## config.mk

```make
export PLATFORM = sky130hd
export DESIGN_NAME = rail_step_comp_regs
export DESIGN_NICKNAME = d
export VERILOG_FILES = /design/src/rtl/rail_comp_pkg.sv /design/src/rtl/rail_comp_decode.sv /design/src/rtl/rail_step_comp_regs.sv
export SDC_FILE = /design/constraint.sdc
export NUM_CORES = 1
export LEC_CHECK = 0
export ABC_AREA = 1
export BUFFER_PORTS_ARGS = -buffer_cell sky130_fd_sc_hd__buf_2
export CORE_MARGIN = 2
export CORE_UTILIZATION = 40
export CTS_CLUSTER_SIZE = 25
export DETAILED_ROUTE_END_ITERATION = 10
export PLACE_DENSITY = 0.62
export SYNTH_ARGS = -nofsm -noshare
export SYNTH_HDL_FRONTEND = slang
export SYNTH_SLANG_ARGS = --single-unit
```

## constraint.sdc

```tcl
create_clock -name clk -period 3.6 [get_ports clk]
set_input_delay 0.18 -clock clk [delete_from_list [all_inputs] [get_ports clk]]
set_output_delay 0.18 -clock clk [all_outputs]
set_load 0.02 [all_outputs]
```

## src/rtl/rail_comp_pkg.sv

```systemverilog
// constants for the rail B/C downward-ramp compensation register bank
// assumes a two-wire serial host and regulator logic on the same clock
package rail_comp_pkg;

  ////////////////////////////////////////////////////////////////////////////
  // register map
  localparam logic [7:0] RAIL_B_STEP_COMP_CTRL_ADDR = 8'h01;
  localparam logic [7:0] RAIL_C_STEP_COMP_CTRL_ADDR = 8'h02;
  localparam logic [7:0] RAIL_B_STEP_COMP_CTRL_RST  = 8'hC4;
  localparam logic [7:0] RAIL_C_STEP_COMP_CTRL_RST  = 8'hC2;
  localparam logic [7:0] UNMAPPED_READ_VALUE        = 8'h00;

  // bus address of this device; value is arbitrary
  localparam logic [6:0] DEVICE_BUS_ADDR = 7'h2A;

  ////////////////////////////////////////////////////////////////////////////
  // field layout
  localparam int FIXED_LIFT_OFF_BIT = 7;
  localparam int PULL_SCALE_MSB     = 6;
  localparam int PULL_SCALE_W       = 3;
  localparam int TARGET_RAISE_BIT   = 3;
  localparam int FILTER_CLEAR_BIT   = 2;
  localparam int GAIN_X2_BIT        = 1;
  localparam int RIPPLE_X2_BIT      = 0;

  // fixed lift applied on downward ramps, in mV
  localparam int FIXED_LIFT_MV = 15;

  ////////////////////////////////////////////////////////////////////////////
  // rails and widths
  localparam int RAIL_COUNT = 2;
  localparam int RAIL_B     = 0;
  localparam int RAIL_C     = 1;
  localparam int LIFT_W     = 4;
  localparam int GAIN_W     = 3;
  localparam int RIPPLE_W   = 3;
  localparam int PULL_W     = 7;

  localparam logic [3:0] BYTE_BITS = 4'h8;

  ////////////////////////////////////////////////////////////////////////////
  // serial slave states, gray along the usual path
  typedef enum logic [3:0] {
    S_IDLE    = 4'h0,
    S_DEVADDR = 4'h1,
    S_ADDRACK = 4'h3,
    S_PTR     = 4'h2,
    S_PTRACK  = 4'h6,
    S_WRITE   = 4'h7,
    S_WRACK   = 4'h5,
    S_READ    = 4'h4,
    S_RDACK   = 4'hC
  } bus_state_e;

endpackage

```

## src/rtl/rail_comp_decode.sv

```systemverilog
// per-rail decode of one step-compensation control byte
// assumes ramp, exit and setting inputs come from logic on clk
`timescale 1ns/1ps
`default_nettype none

module rail_comp_decode #(
  parameter bit HAS_LIGHT_EXIT = 1'b1
) (
  // clock and reset
  input  wire logic                              clk,
  input  wire logic                              reset_n,
  input  wire logic                              ce,
  // control byte and regulator state
  input  wire logic [7:0]                        ctrl,
  input  wire logic                              rampDown,
  input  wire logic                              lightExit,
  input  wire logic [rail_comp_pkg::LIFT_W-1:0]  liftSetting,
  input  wire logic [rail_comp_pkg::GAIN_W-1:0]  senseGain,
  input  wire logic [rail_comp_pkg::RIPPLE_W-1:0] rippleCode,
  // steering outputs
  output logic                                   fixedLiftOn,
  output logic [rail_comp_pkg::PULL_W-1:0]       pullCurrent,
  output logic [rail_comp_pkg::GAIN_W:0]         senseGainEff,
  output logic [rail_comp_pkg::RIPPLE_W:0]       rippleFactor,
  output logic                                   targetRaise,
  output logic                                   filterClear
);

  localparam int PULL_W = rail_comp_pkg::PULL_W;

  logic [rail_comp_pkg::PULL_SCALE_W-1:0] pullScale;
  logic                                   lift_nxt;
  logic [rail_comp_pkg::PULL_W-1:0]       pull_nxt;
  logic [rail_comp_pkg::GAIN_W:0]         gain_nxt;
  logic [rail_comp_pkg::RIPPLE_W:0]       ripple_nxt;
  logic                                   raise_nxt;
  logic                                   clear_nxt;

  assign pullScale = ctrl[rail_comp_pkg::PULL_SCALE_MSB -:
                          rail_comp_pkg::PULL_SCALE_W];

  always_comb
  begin
    // active-low enable: lift only while ramping down
    lift_nxt = rampDown & ~ctrl[rail_comp_pkg::FIXED_LIFT_OFF_BIT];
    // quarter units of the lift current; code 0 gives zero
    pull_nxt = '0;
    if (rampDown)
    begin
      pull_nxt = PULL_W'(liftSetting) * PULL_W'(pullScale);
    end
    if (ctrl[rail_comp_pkg::GAIN_X2_BIT])
    begin
      gain_nxt = {senseGain, 1'b0};
    end
    else
    begin
      gain_nxt = {1'b0, senseGain};
    end
    if (ctrl[rail_comp_pkg::RIPPLE_X2_BIT])
    begin
      ripple_nxt = {rippleCode, 1'b0};
    end
    else
    begin
      ripple_nxt = {1'b0, rippleCode};
    end
    // one-cycle pulses on leaving the light-load state
    raise_nxt = HAS_LIGHT_EXIT & lightExit &
                ctrl[rail_comp_pkg::TARGET_RAISE_BIT];
    clear_nxt = HAS_LIGHT_EXIT & lightExit &
                ctrl[rail_comp_pkg::FILTER_CLEAR_BIT];
  end

  always_ff @(posedge clk or negedge reset_n)
  begin
    if (!reset_n)
    begin
      fixedLiftOn  <= 1'b0;
      pullCurrent  <= '0;
      senseGainEff <= '0;
      rippleFactor <= '0;
      targetRaise  <= 1'b0;
      filterClear  <= 1'b0;
    end
    else if (ce)
    begin
      fixedLiftOn  <= lift_nxt;
      pullCurrent  <= pull_nxt;
      senseGainEff <= gain_nxt;
      rippleFactor <= ripple_nxt;
      targetRaise  <= raise_nxt;
      filterClear  <= clear_nxt;
    end
  end

  ////////////////////////////////////////////////////////////////////////////
  a_fixed_lift: assert property (@(posedge clk) disable iff (!reset_n)
    ce && rampDown && !ctrl[7] |=> fixedLiftOn)
    else $error("fixed lift not applied on downward ramp");
  a_pull_zero: assert property (@(posedge clk) disable iff (!reset_n)
    ce && (ctrl[6:4] == 3'h0 || !rampDown) |=> pullCurrent == 7'h00)
    else $error("pull current not zero when disabled");
  a_pull_scale: assert property (@(posedge clk) disable iff (!reset_n)
    ce && rampDown |=>
      pullCurrent == 7'($past(liftSetting)) * 7'($past(ctrl[6:4])))
    else $error("pull current does not follow lift setting");
  a_exit_raise: assert property (@(posedge clk) disable iff (!reset_n)
    ce |=> targetRaise == (HAS_LIGHT_EXIT && $past(lightExit)
                           && $past(ctrl[3])))
    else $error("target raise wrong on light-load exit");
  a_exit_clear: assert property (@(posedge clk) disable iff (!reset_n)
    ce ##0 lightExit && ctrl[2] && HAS_LIGHT_EXIT |=> filterClear ##1
      (filterClear == ($past(ce) ? $past(lightExit) && $past(ctrl[2])
                                 : 1'b1)))
    else $error("filter clear wrong on light-load exit");
  a_gain_double: assert property (@(posedge clk) disable iff (!reset_n)
    ce && ctrl[1] |=> senseGainEff == {$past(senseGain), 1'b0})
    else $error("sense gain not doubled");
  a_ripple_double: assert property (@(posedge clk) disable iff (!reset_n)
    ce && ctrl[0] |=> rippleFactor == {$past(rippleCode), 1'b0})
    else $error("ripple factor not doubled");
  a_ripple_plain: assert property (@(posedge clk) disable iff (!reset_n)
    ce && !ctrl[0] |=> rippleFactor == {1'b0, $past(rippleCode)})
    else $error("ripple factor not plain code");

endmodule // rail_comp_decode

`default_nettype wire

```

## src/rtl/rail_step_comp_regs.sv

```systemverilog
// rail B/C step-compensation registers behind a two-wire serial slave
// assumes open-drain scl/sda pins resolved outside; one clock domain
`timescale 1ns/1ps
`default_nettype none

module rail_step_comp_regs (
  // clock and reset
  input  wire logic                                    clk,
  input  wire logic                                    reset_n,
  input  wire logic                                    ce,
  // serial bus pins
  input  wire logic                                    sclIn,
  input  wire logic                                    sdaIn,
  output logic                                         sdaOut,
  output logic                                         sdaOe,
  // regulator state, index 0 rail B, 1 rail C
  input  wire logic [1:0]                              rampDown,
  input  wire logic                                    lightExit,
  input  wire logic [1:0][rail_comp_pkg::LIFT_W-1:0]   liftSetting,
  input  wire logic [1:0][rail_comp_pkg::GAIN_W-1:0]   senseGain,
  input  wire logic [1:0][rail_comp_pkg::RIPPLE_W-1:0] rippleCode,
  // register contents
  output logic [7:0]                                   railBCtrl,
  output logic [7:0]                                   railCCtrl,
  // steering outputs
  output logic [1:0]                                   fixedLiftOn,
  output logic [1:0][rail_comp_pkg::PULL_W-1:0]        pullCurrent,
  output logic [1:0][rail_comp_pkg::GAIN_W:0]          senseGainEff,
  output logic [1:0][rail_comp_pkg::RIPPLE_W:0]        rippleFactor,
  output logic [1:0]                                   targetRaise,
  output logic [1:0]                                   filterClear
);

  ////////////////////////////////////////////////////////////////////////////
  // pin synchronisers; third stage only for edge detection
  logic sclMeta_r, sclSync_r, sclDly_r;
  logic sdaMeta_r, sdaSync_r, sdaDly_r;
  logic sclRise, sclFall, busStart, busStop;

  always_ff @(posedge clk or negedge reset_n)
  begin
    if (!reset_n)
    begin
      sclMeta_r <= 1'b1;
      sclSync_r <= 1'b1;
      sclDly_r  <= 1'b1;
      sdaMeta_r <= 1'b1;
      sdaSync_r <= 1'b1;
      sdaDly_r  <= 1'b1;
    end
    else if (ce)
    begin
      sclMeta_r <= sclIn;
      sclSync_r <= sclMeta_r;
      sclDly_r  <= sclSync_r;
      sdaMeta_r <= sdaIn;
      sdaSync_r <= sdaMeta_r;
      sdaDly_r  <= sdaSync_r;
    end
  end

  assign sclRise  = sclSync_r & ~sclDly_r;
  assign sclFall  = ~sclSync_r & sclDly_r;
  assign busStart = sclSync_r & sclDly_r & sdaDly_r & ~sdaSync_r;
  assign busStop  = sclSync_r & sclDly_r & ~sdaDly_r & sdaSync_r;

  ////////////////////////////////////////////////////////////////////////////
  // serial slave: pointer byte then data, pointer auto-increments
  rail_comp_pkg::bus_state_e state_r, state_nxt;
  logic [3:0] cnt_r, cnt_nxt;
  logic [7:0] shift_r, shift_nxt;
  logic [7:0] ptr_r, ptr_nxt;
  logic       read_r, read_nxt;
  logic       sdaOe_r, sdaOe_nxt;
  logic       wrEn;
  logic [7:0] nextByte;
  logic [7:0] ctrlB_r, ctrlB_nxt;
  logic [7:0] ctrlC_r, ctrlC_nxt;

  // unmapped offsets read as a fixed value and ignore writes
  function automatic logic [7:0] readByte(input logic [7:0] addr,
                                          input logic [7:0] b,
                                          input logic [7:0] c);
    logic [7:0] v;
    v = rail_comp_pkg::UNMAPPED_READ_VALUE;
    if (addr == rail_comp_pkg::RAIL_B_STEP_COMP_CTRL_ADDR)
    begin
      v = b;
    end
    else if (addr == rail_comp_pkg::RAIL_C_STEP_COMP_CTRL_ADDR)
    begin
      v = c;
    end
    return v;
  endfunction

  always_comb
  begin
    state_nxt = state_r;
    cnt_nxt   = cnt_r;
    shift_nxt = shift_r;
    ptr_nxt   = ptr_r;
    read_nxt  = read_r;
    sdaOe_nxt = sdaOe_r;
    wrEn      = 1'b0;
    nextByte  = readByte(ptr_r + 8'h01, ctrlB_r, ctrlC_r);
    if (busStart)
    begin
      state_nxt = rail_comp_pkg::S_DEVADDR;
      cnt_nxt   = 4'h0;
      sdaOe_nxt = 1'b0;
    end
    else if (busStop)
    begin
      state_nxt = rail_comp_pkg::S_IDLE;
      sdaOe_nxt = 1'b0;
    end
    else
    begin
      case (state_r)
        rail_comp_pkg::S_DEVADDR,
        rail_comp_pkg::S_PTR,
        rail_comp_pkg::S_WRITE:
        begin
          if (sclRise)
          begin
            shift_nxt = {shift_r[6:0], sdaSync_r};
            cnt_nxt   = cnt_r + 4'h1;
          end
          else if (sclFall && cnt_r == rail_comp_pkg::BYTE_BITS)
          begin
            sdaOe_nxt = 1'b1;
            if (state_r == rail_comp_pkg::S_DEVADDR)
            begin
              read_nxt  = shift_r[0];
              state_nxt = rail_comp_pkg::S_ADDRACK;
              if (shift_r[7:1] != rail_comp_pkg::DEVICE_BUS_ADDR)
              begin
                // not ours: stay off the bus until the next start
                state_nxt = rail_comp_pkg::S_IDLE;
                sdaOe_nxt = 1'b0;
              end
            end
            else if (state_r == rail_comp_pkg::S_PTR)
            begin
              ptr_nxt   = shift_r;
              state_nxt = rail_comp_pkg::S_PTRACK;
            end
            else
            begin
              wrEn      = 1'b1;
              state_nxt = rail_comp_pkg::S_WRACK;
            end
          end
        end
        rail_comp_pkg::S_ADDRACK:
        begin
          if (sclFall)
          begin
            cnt_nxt = 4'h0;
            if (read_r)
            begin
              shift_nxt = readByte(ptr_r, ctrlB_r, ctrlC_r);
              sdaOe_nxt = ~shift_nxt[7];
              state_nxt = rail_comp_pkg::S_READ;
            end
            else
            begin
              sdaOe_nxt = 1'b0;
              state_nxt = rail_comp_pkg::S_PTR;
            end
          end
        end
        rail_comp_pkg::S_PTRACK,
        rail_comp_pkg::S_WRACK:
        begin
          if (sclFall)
          begin
            if (state_r == rail_comp_pkg::S_WRACK)
            begin
              ptr_nxt = ptr_r + 8'h01;
            end
            cnt_nxt   = 4'h0;
            sdaOe_nxt = 1'b0;
            state_nxt = rail_comp_pkg::S_WRITE;
          end
        end
        rail_comp_pkg::S_READ:
        begin
          if (sclRise)
          begin
            cnt_nxt = cnt_r + 4'h1;
          end
          else if (sclFall && cnt_r == rail_comp_pkg::BYTE_BITS)
          begin
            sdaOe_nxt = 1'b0;
            state_nxt = rail_comp_pkg::S_RDACK;
          end
          else if (sclFall)
          begin
            shift_nxt = {shift_r[6:0], 1'b0};
            sdaOe_nxt = ~shift_r[6];
          end
        end
        rail_comp_pkg::S_RDACK:
        begin
          if (sclRise && sdaSync_r)
          begin
            // host refused more data
            state_nxt = rail_comp_pkg::S_IDLE;
          end
          else if (sclFall)
          begin
            ptr_nxt   = ptr_r + 8'h01;
            shift_nxt = nextByte;
            sdaOe_nxt = ~nextByte[7];
            cnt_nxt   = 4'h0;
            state_nxt = rail_comp_pkg::S_READ;
          end
        end
        default:
        begin
          state_nxt = rail_comp_pkg::S_IDLE;
          sdaOe_nxt = 1'b0;
        end
      endcase
    end
  end

  always_ff @(posedge clk or negedge reset_n)
  begin
    if (!reset_n)
    begin
      state_r <= rail_comp_pkg::S_IDLE;
      cnt_r   <= 4'h0;
      shift_r <= 8'h00;
      ptr_r   <= 8'h00;
      read_r  <= 1'b0;
      sdaOe_r <= 1'b0;
    end
    else if (ce)
    begin
      state_r <= state_nxt;
      cnt_r   <= cnt_nxt;
      shift_r <= shift_nxt;
      ptr_r   <= ptr_nxt;
      read_r  <= read_nxt;
      sdaOe_r <= sdaOe_nxt;
    end
  end

  // open drain: only ever pulls low
  assign sdaOut = 1'b0;
  assign sdaOe  = sdaOe_r;

  ////////////////////////////////////////////////////////////////////////////
  // register bank; reserved bits of rail C are plain storage
  always_comb
  begin
    ctrlB_nxt = ctrlB_r;
    ctrlC_nxt = ctrlC_r;
    if (wrEn && ptr_r == rail_comp_pkg::RAIL_B_STEP_COMP_CTRL_ADDR)
    begin
      ctrlB_nxt = shift_r;
    end
    if (wrEn && ptr_r == rail_comp_pkg::RAIL_C_STEP_COMP_CTRL_ADDR)
    begin
      ctrlC_nxt = shift_r;
    end
  end

  always_ff @(posedge clk or negedge reset_n)
  begin
    if (!reset_n)
    begin
      ctrlB_r <= rail_comp_pkg::RAIL_B_STEP_COMP_CTRL_RST;
      ctrlC_r <= rail_comp_pkg::RAIL_C_STEP_COMP_CTRL_RST;
    end
    else if (ce)
    begin
      ctrlB_r <= ctrlB_nxt;
      ctrlC_r <= ctrlC_nxt;
    end
  end

  assign railBCtrl = ctrlB_r;
  assign railCCtrl = ctrlC_r;

  ////////////////////////////////////////////////////////////////////////////
  // per-rail decode; light-load exit bits exist on rail B only
  genvar r;
  for (r = 0; r < rail_comp_pkg::RAIL_COUNT; r++)
  begin : g_rail
    rail_comp_decode #(
      .HAS_LIGHT_EXIT (r == rail_comp_pkg::RAIL_B)
    ) u_decode (
      .clk          (clk),
      .reset_n      (reset_n),
      .ce           (ce),
      .ctrl         ((r == rail_comp_pkg::RAIL_B) ? ctrlB_r : ctrlC_r),
      .rampDown     (rampDown[r]),
      .lightExit    (lightExit),
      .liftSetting  (liftSetting[r]),
      .senseGain    (senseGain[r]),
      .rippleCode   (rippleCode[r]),
      .fixedLiftOn  (fixedLiftOn[r]),
      .pullCurrent  (pullCurrent[r]),
      .senseGainEff (senseGainEff[r]),
      .rippleFactor (rippleFactor[r]),
      .targetRaise  (targetRaise[r]),
      .filterClear  (filterClear[r])
    );
  end

  ////////////////////////////////////////////////////////////////////////////
  a_ctrl_write: assert property (@(posedge clk) disable iff (!reset_n)
    ce && wrEn && ptr_r == 8'h01 |=> railBCtrl == $past(shift_r))
    else $error("rail B register did not take written byte");
  a_ctrl_keep: assert property (@(posedge clk) disable iff (!reset_n)
    !ce || !wrEn |=> $stable(railBCtrl) && $stable(railCCtrl))
    else $error("control register changed without a write");

endmodule // rail_step_comp_regs

`default_nettype wire
```

==> impl_metrics.tcl <==
set metrics [dict create \
    ys_warn_count 0 \
    ys.flop_type "dfrtp_1" \
    htree_levels 3 \
    required_ps 3820 \
    antenna_found_initial 0 \
    power_switching_uw 1590 \
    drt_iter0_markers 320 \
    leakage_uw 0.00328 \
    period_needed_ps 2270 \
    switching_share_pct 42.6 \
    slew_violations 0 \
    final_nets 848 \
    clk_pin_slew_worst_paths_ps 60 \
    initial_core_util_pct 41.3 \
    hold_viol 0 \
    rows 41 \
    fp.coreArea_sq_mm 0.0128 \
    hold_path.class "input port to async pin" \
    syn_area_sq_mm 0.00528 \
    drv_cap 0 \
    dp_hpwl_mm 9.49 \
    post_drt_wl_per_cell_um 13.3 \
    area_delta_synth_final_pct 15.5 \
    avgSynthCellArea_sq_um 7.28 \
    outcome "complete, no violations" \
    grt-ovfl-total 0 \
    ys_seq_area_share_pct 39.1 \
    worst_pin_slew_ps 1030 \
    fin_crit_sh_pct 63.1 \
    cts_buffer_depth 2 \
    crit_fanout 8 \
    slew_headroom_pct 31.1 \
    grt.total_usage_pct 19.1 \
    grt_pass1_vias 4633 \
    vias 4809 \
    post_cts_buffers 0 \
    peakVddDrop_v 0.000256 \
    place.gp.congestion 0.906 \
    diodes 0 \
    cts_repair_resize_count 0 \
    finalSetupViolations 0 \
    finalClockSkew_ps 13.1 \
    grt_pass1_wl_mm 22.2 \
    rrSetupSlack_ps 1330 \
    design_area_sq_mm 0.00610 \
    rsz0062_at_grt "false" \
    combPwrFrac_pct 40.3 \
    syn_inst 725 \
    synth_edf_count 0 \
    internal_power_uw 2140 \
    portBuffers 78 \
    wirelength_mm 13.0 \
    total_power_uw 3720 \
    root_buffer "clkbuf_16" \
    die_w_um 119 \
    cts_made_buffers 9 \
    clock_sinks 82 \
    cts_hold_buffers 0 \
    drc 0 \
    synth_seq_cells 82 \
    grt_max_degree 83 \
    power.density_mw_per_mm2 611 \
    critPathKind "register to register" \
    placed_area_sq_mm 0.00578 \
    top_level_ports 82 \
    synth-async-reset-ratio_pct 100 \
    clock_power_share_pct 26.9 \
    cp.arrival_ps 2490 \
    cts_tree "done" \
    vias_per_cell 4.94 \
    fp.dieH_um 119 \
    cp-end-kind "register" \
    antenna_left 0 \
    layout-drive-gt1-share_pct 19.6 \
    tns_ps 0 \
    dr.pass1.iters 5 \
    sequentialPowerShare_pct 32.8 \
    ys_types 44 \
    utilization_pct 47.7 \
    fmax_mhz 440 \
    die_area_sq_mm 0.0141 \
    clock_latency_ps 350 \
    cp-start-kind "register" \
]
[through the flow]
step,setup WS [ps],hold WS (ps),cells
2_1_floorplan,1430,-116,727
3_3_place_gp,1450,386,957
3_5_place_dp,1360,391,957
4_1_cts,1340,27.1,973
5_1_grt,1170,29.1,973
6_report,1330,0.571,973
[synthesized netlist by cell type (2+ instances only)]
master	number	share of area, %
a21boi_0	2	0.28
a21oi_1	18	1.7
buf_1	4	0.28
buf_2	4	0.38
buf_4	8	1.1
buf_6	2	0.43
clkbuf_1	4	0.28
dfrtp_1	70	33
dfstp_2	12	6.0
fa_1	6	2.3
ha_1	18	4.3
inv_1	83	5.9
inv_2	5	0.36
inv_4	2	0.24
nand2_1	226	16
nand2_2	6	0.71
nand2_4	2	0.43
nand3_1	43	4.1
nand3_2	8	1.5
nand4_1	5	0.59
nor2_1	63	4.5
nor2_2	11	1.3
nor2_4	3	0.64
o211ai_1	2	0.28
o21ai_0	80	7.6
o21ai_1	11	1.0
o21ai_2	8	1.3
o31ai_1	2	0.28
xor2_1	2	0.33
[power by group through the flow]
stage | combinational (uW) | sequential [uW] | clock (uW)
3_3_place_gp | 1460 | 1230 | 0
4_1_cts | 1500 | 1220 | 1020
3_5_place_dp | 1490 | 1230 | 0
5_1_grt | 1710 | 1250 | 1060
2_1_floorplan | 1180 | 1210 | 0
6_report | 1500 | 1220 | 1000
[cell type report]
cell class	instances	area [sq um]
inverters	90	343
flip-flops and latches	82	2070
well taps	172	215
clock inverters	6	90.1
repair buffers	80	408
multi-input cells	533	2750
clock buffers	10	229
fillers	1267	6680
[per-layer routing]
metal	share of wire [%]	global-route usage, %	vias up
met5	0	0	-
met4	1.9	7.37	0
met3	4.4	3.26	22
met2	47	30.9	118
met1	47	25.5	2229
li1	-	-	2440
[final timing paths]
check                                    startpoint                                              to  depth (start not counted)
setup / recovery           railBCtrl[6]$_DFFE_PN1P_   g_rail[0].u_decode.pullCurrent[6]$_DFFE_PN0P_                          9
hold / removal                              reset_n   g_rail[1].u_decode.pullCurrent[5]$_DFFE_PN0P_                          1
setup reg to reg           railBCtrl[6]$_DFFE_PN1P_   g_rail[0].u_decode.pullCurrent[6]$_DFFE_PN0P_                          9
hold reg to reg               sclMeta_r$_DFFE_PN1P_                           sclMeta_r$_DFFE_PN1P_                          2
max in group asynchronous                   reset_n  g_rail[0].u_decode.rippleFactor[3]$_DFFE_PN0P_                          1
min in group clk                              sdaIn                           sdaMeta_r$_DFFE_PN1P_                          3
[critical path: stages (launching register included)]
cell     delay [ps]
dfstp_2         600
nand2_1          90
inv_1           100
fa_1            410
ha_1            240
fa_1            380
nand2_1          90
nand2_1          50
a21oi_1         110
o21ai_0          80
[sequential cells by signal, indices dropped and copies added (netlist names), 2 cells and up]
signal	flops
state_r	4
shift_r	8
ptr_r	8
g_rail.u_decode.rippleFactor	8
g_rail.u_decode.senseGainEff	8
railBCtrl	8
g_rail.u_decode.pullCurrent	14
cnt_r	4
railCCtrl	8
g_rail.u_decode.fixedLiftOn	2
[cell usage in the layout, fill, tap and decap left out, drive strengths merged, types with 2 or more instances in the layout]
cell type	n
nor4	2
o21ai	99
clkinv	2
nand4	6
fa	6
o211ai	2
dfstp	12
nand3	51
xor2	2
nor3	3
ha	18
bufinv	2
conb	3
inv	91
nand2	234
dfrtp	70
nor2	77
a21oi	19
clkbuf	10
buf	80
a21boi	2
o31ai	2
[cell families (layout without fill, tap and decap cells)]
logic type                 count (synthesis)  in the layout  synth area share (%)
AOI/OAI and AO/OA                        126            126                  13.0
xor gates and xnor gates                   3              3                 0.498
adders and majority gates                 24             24                  6.54
buffers and inverters                    112            186                  9.00
DFF                                       82             82                  39.1
muxes                                      1              1                 0.190
other                                      1              3                0.0710
and+or+nand+nor                          376            376                  31.6
(Power assumes the default switching activity.)
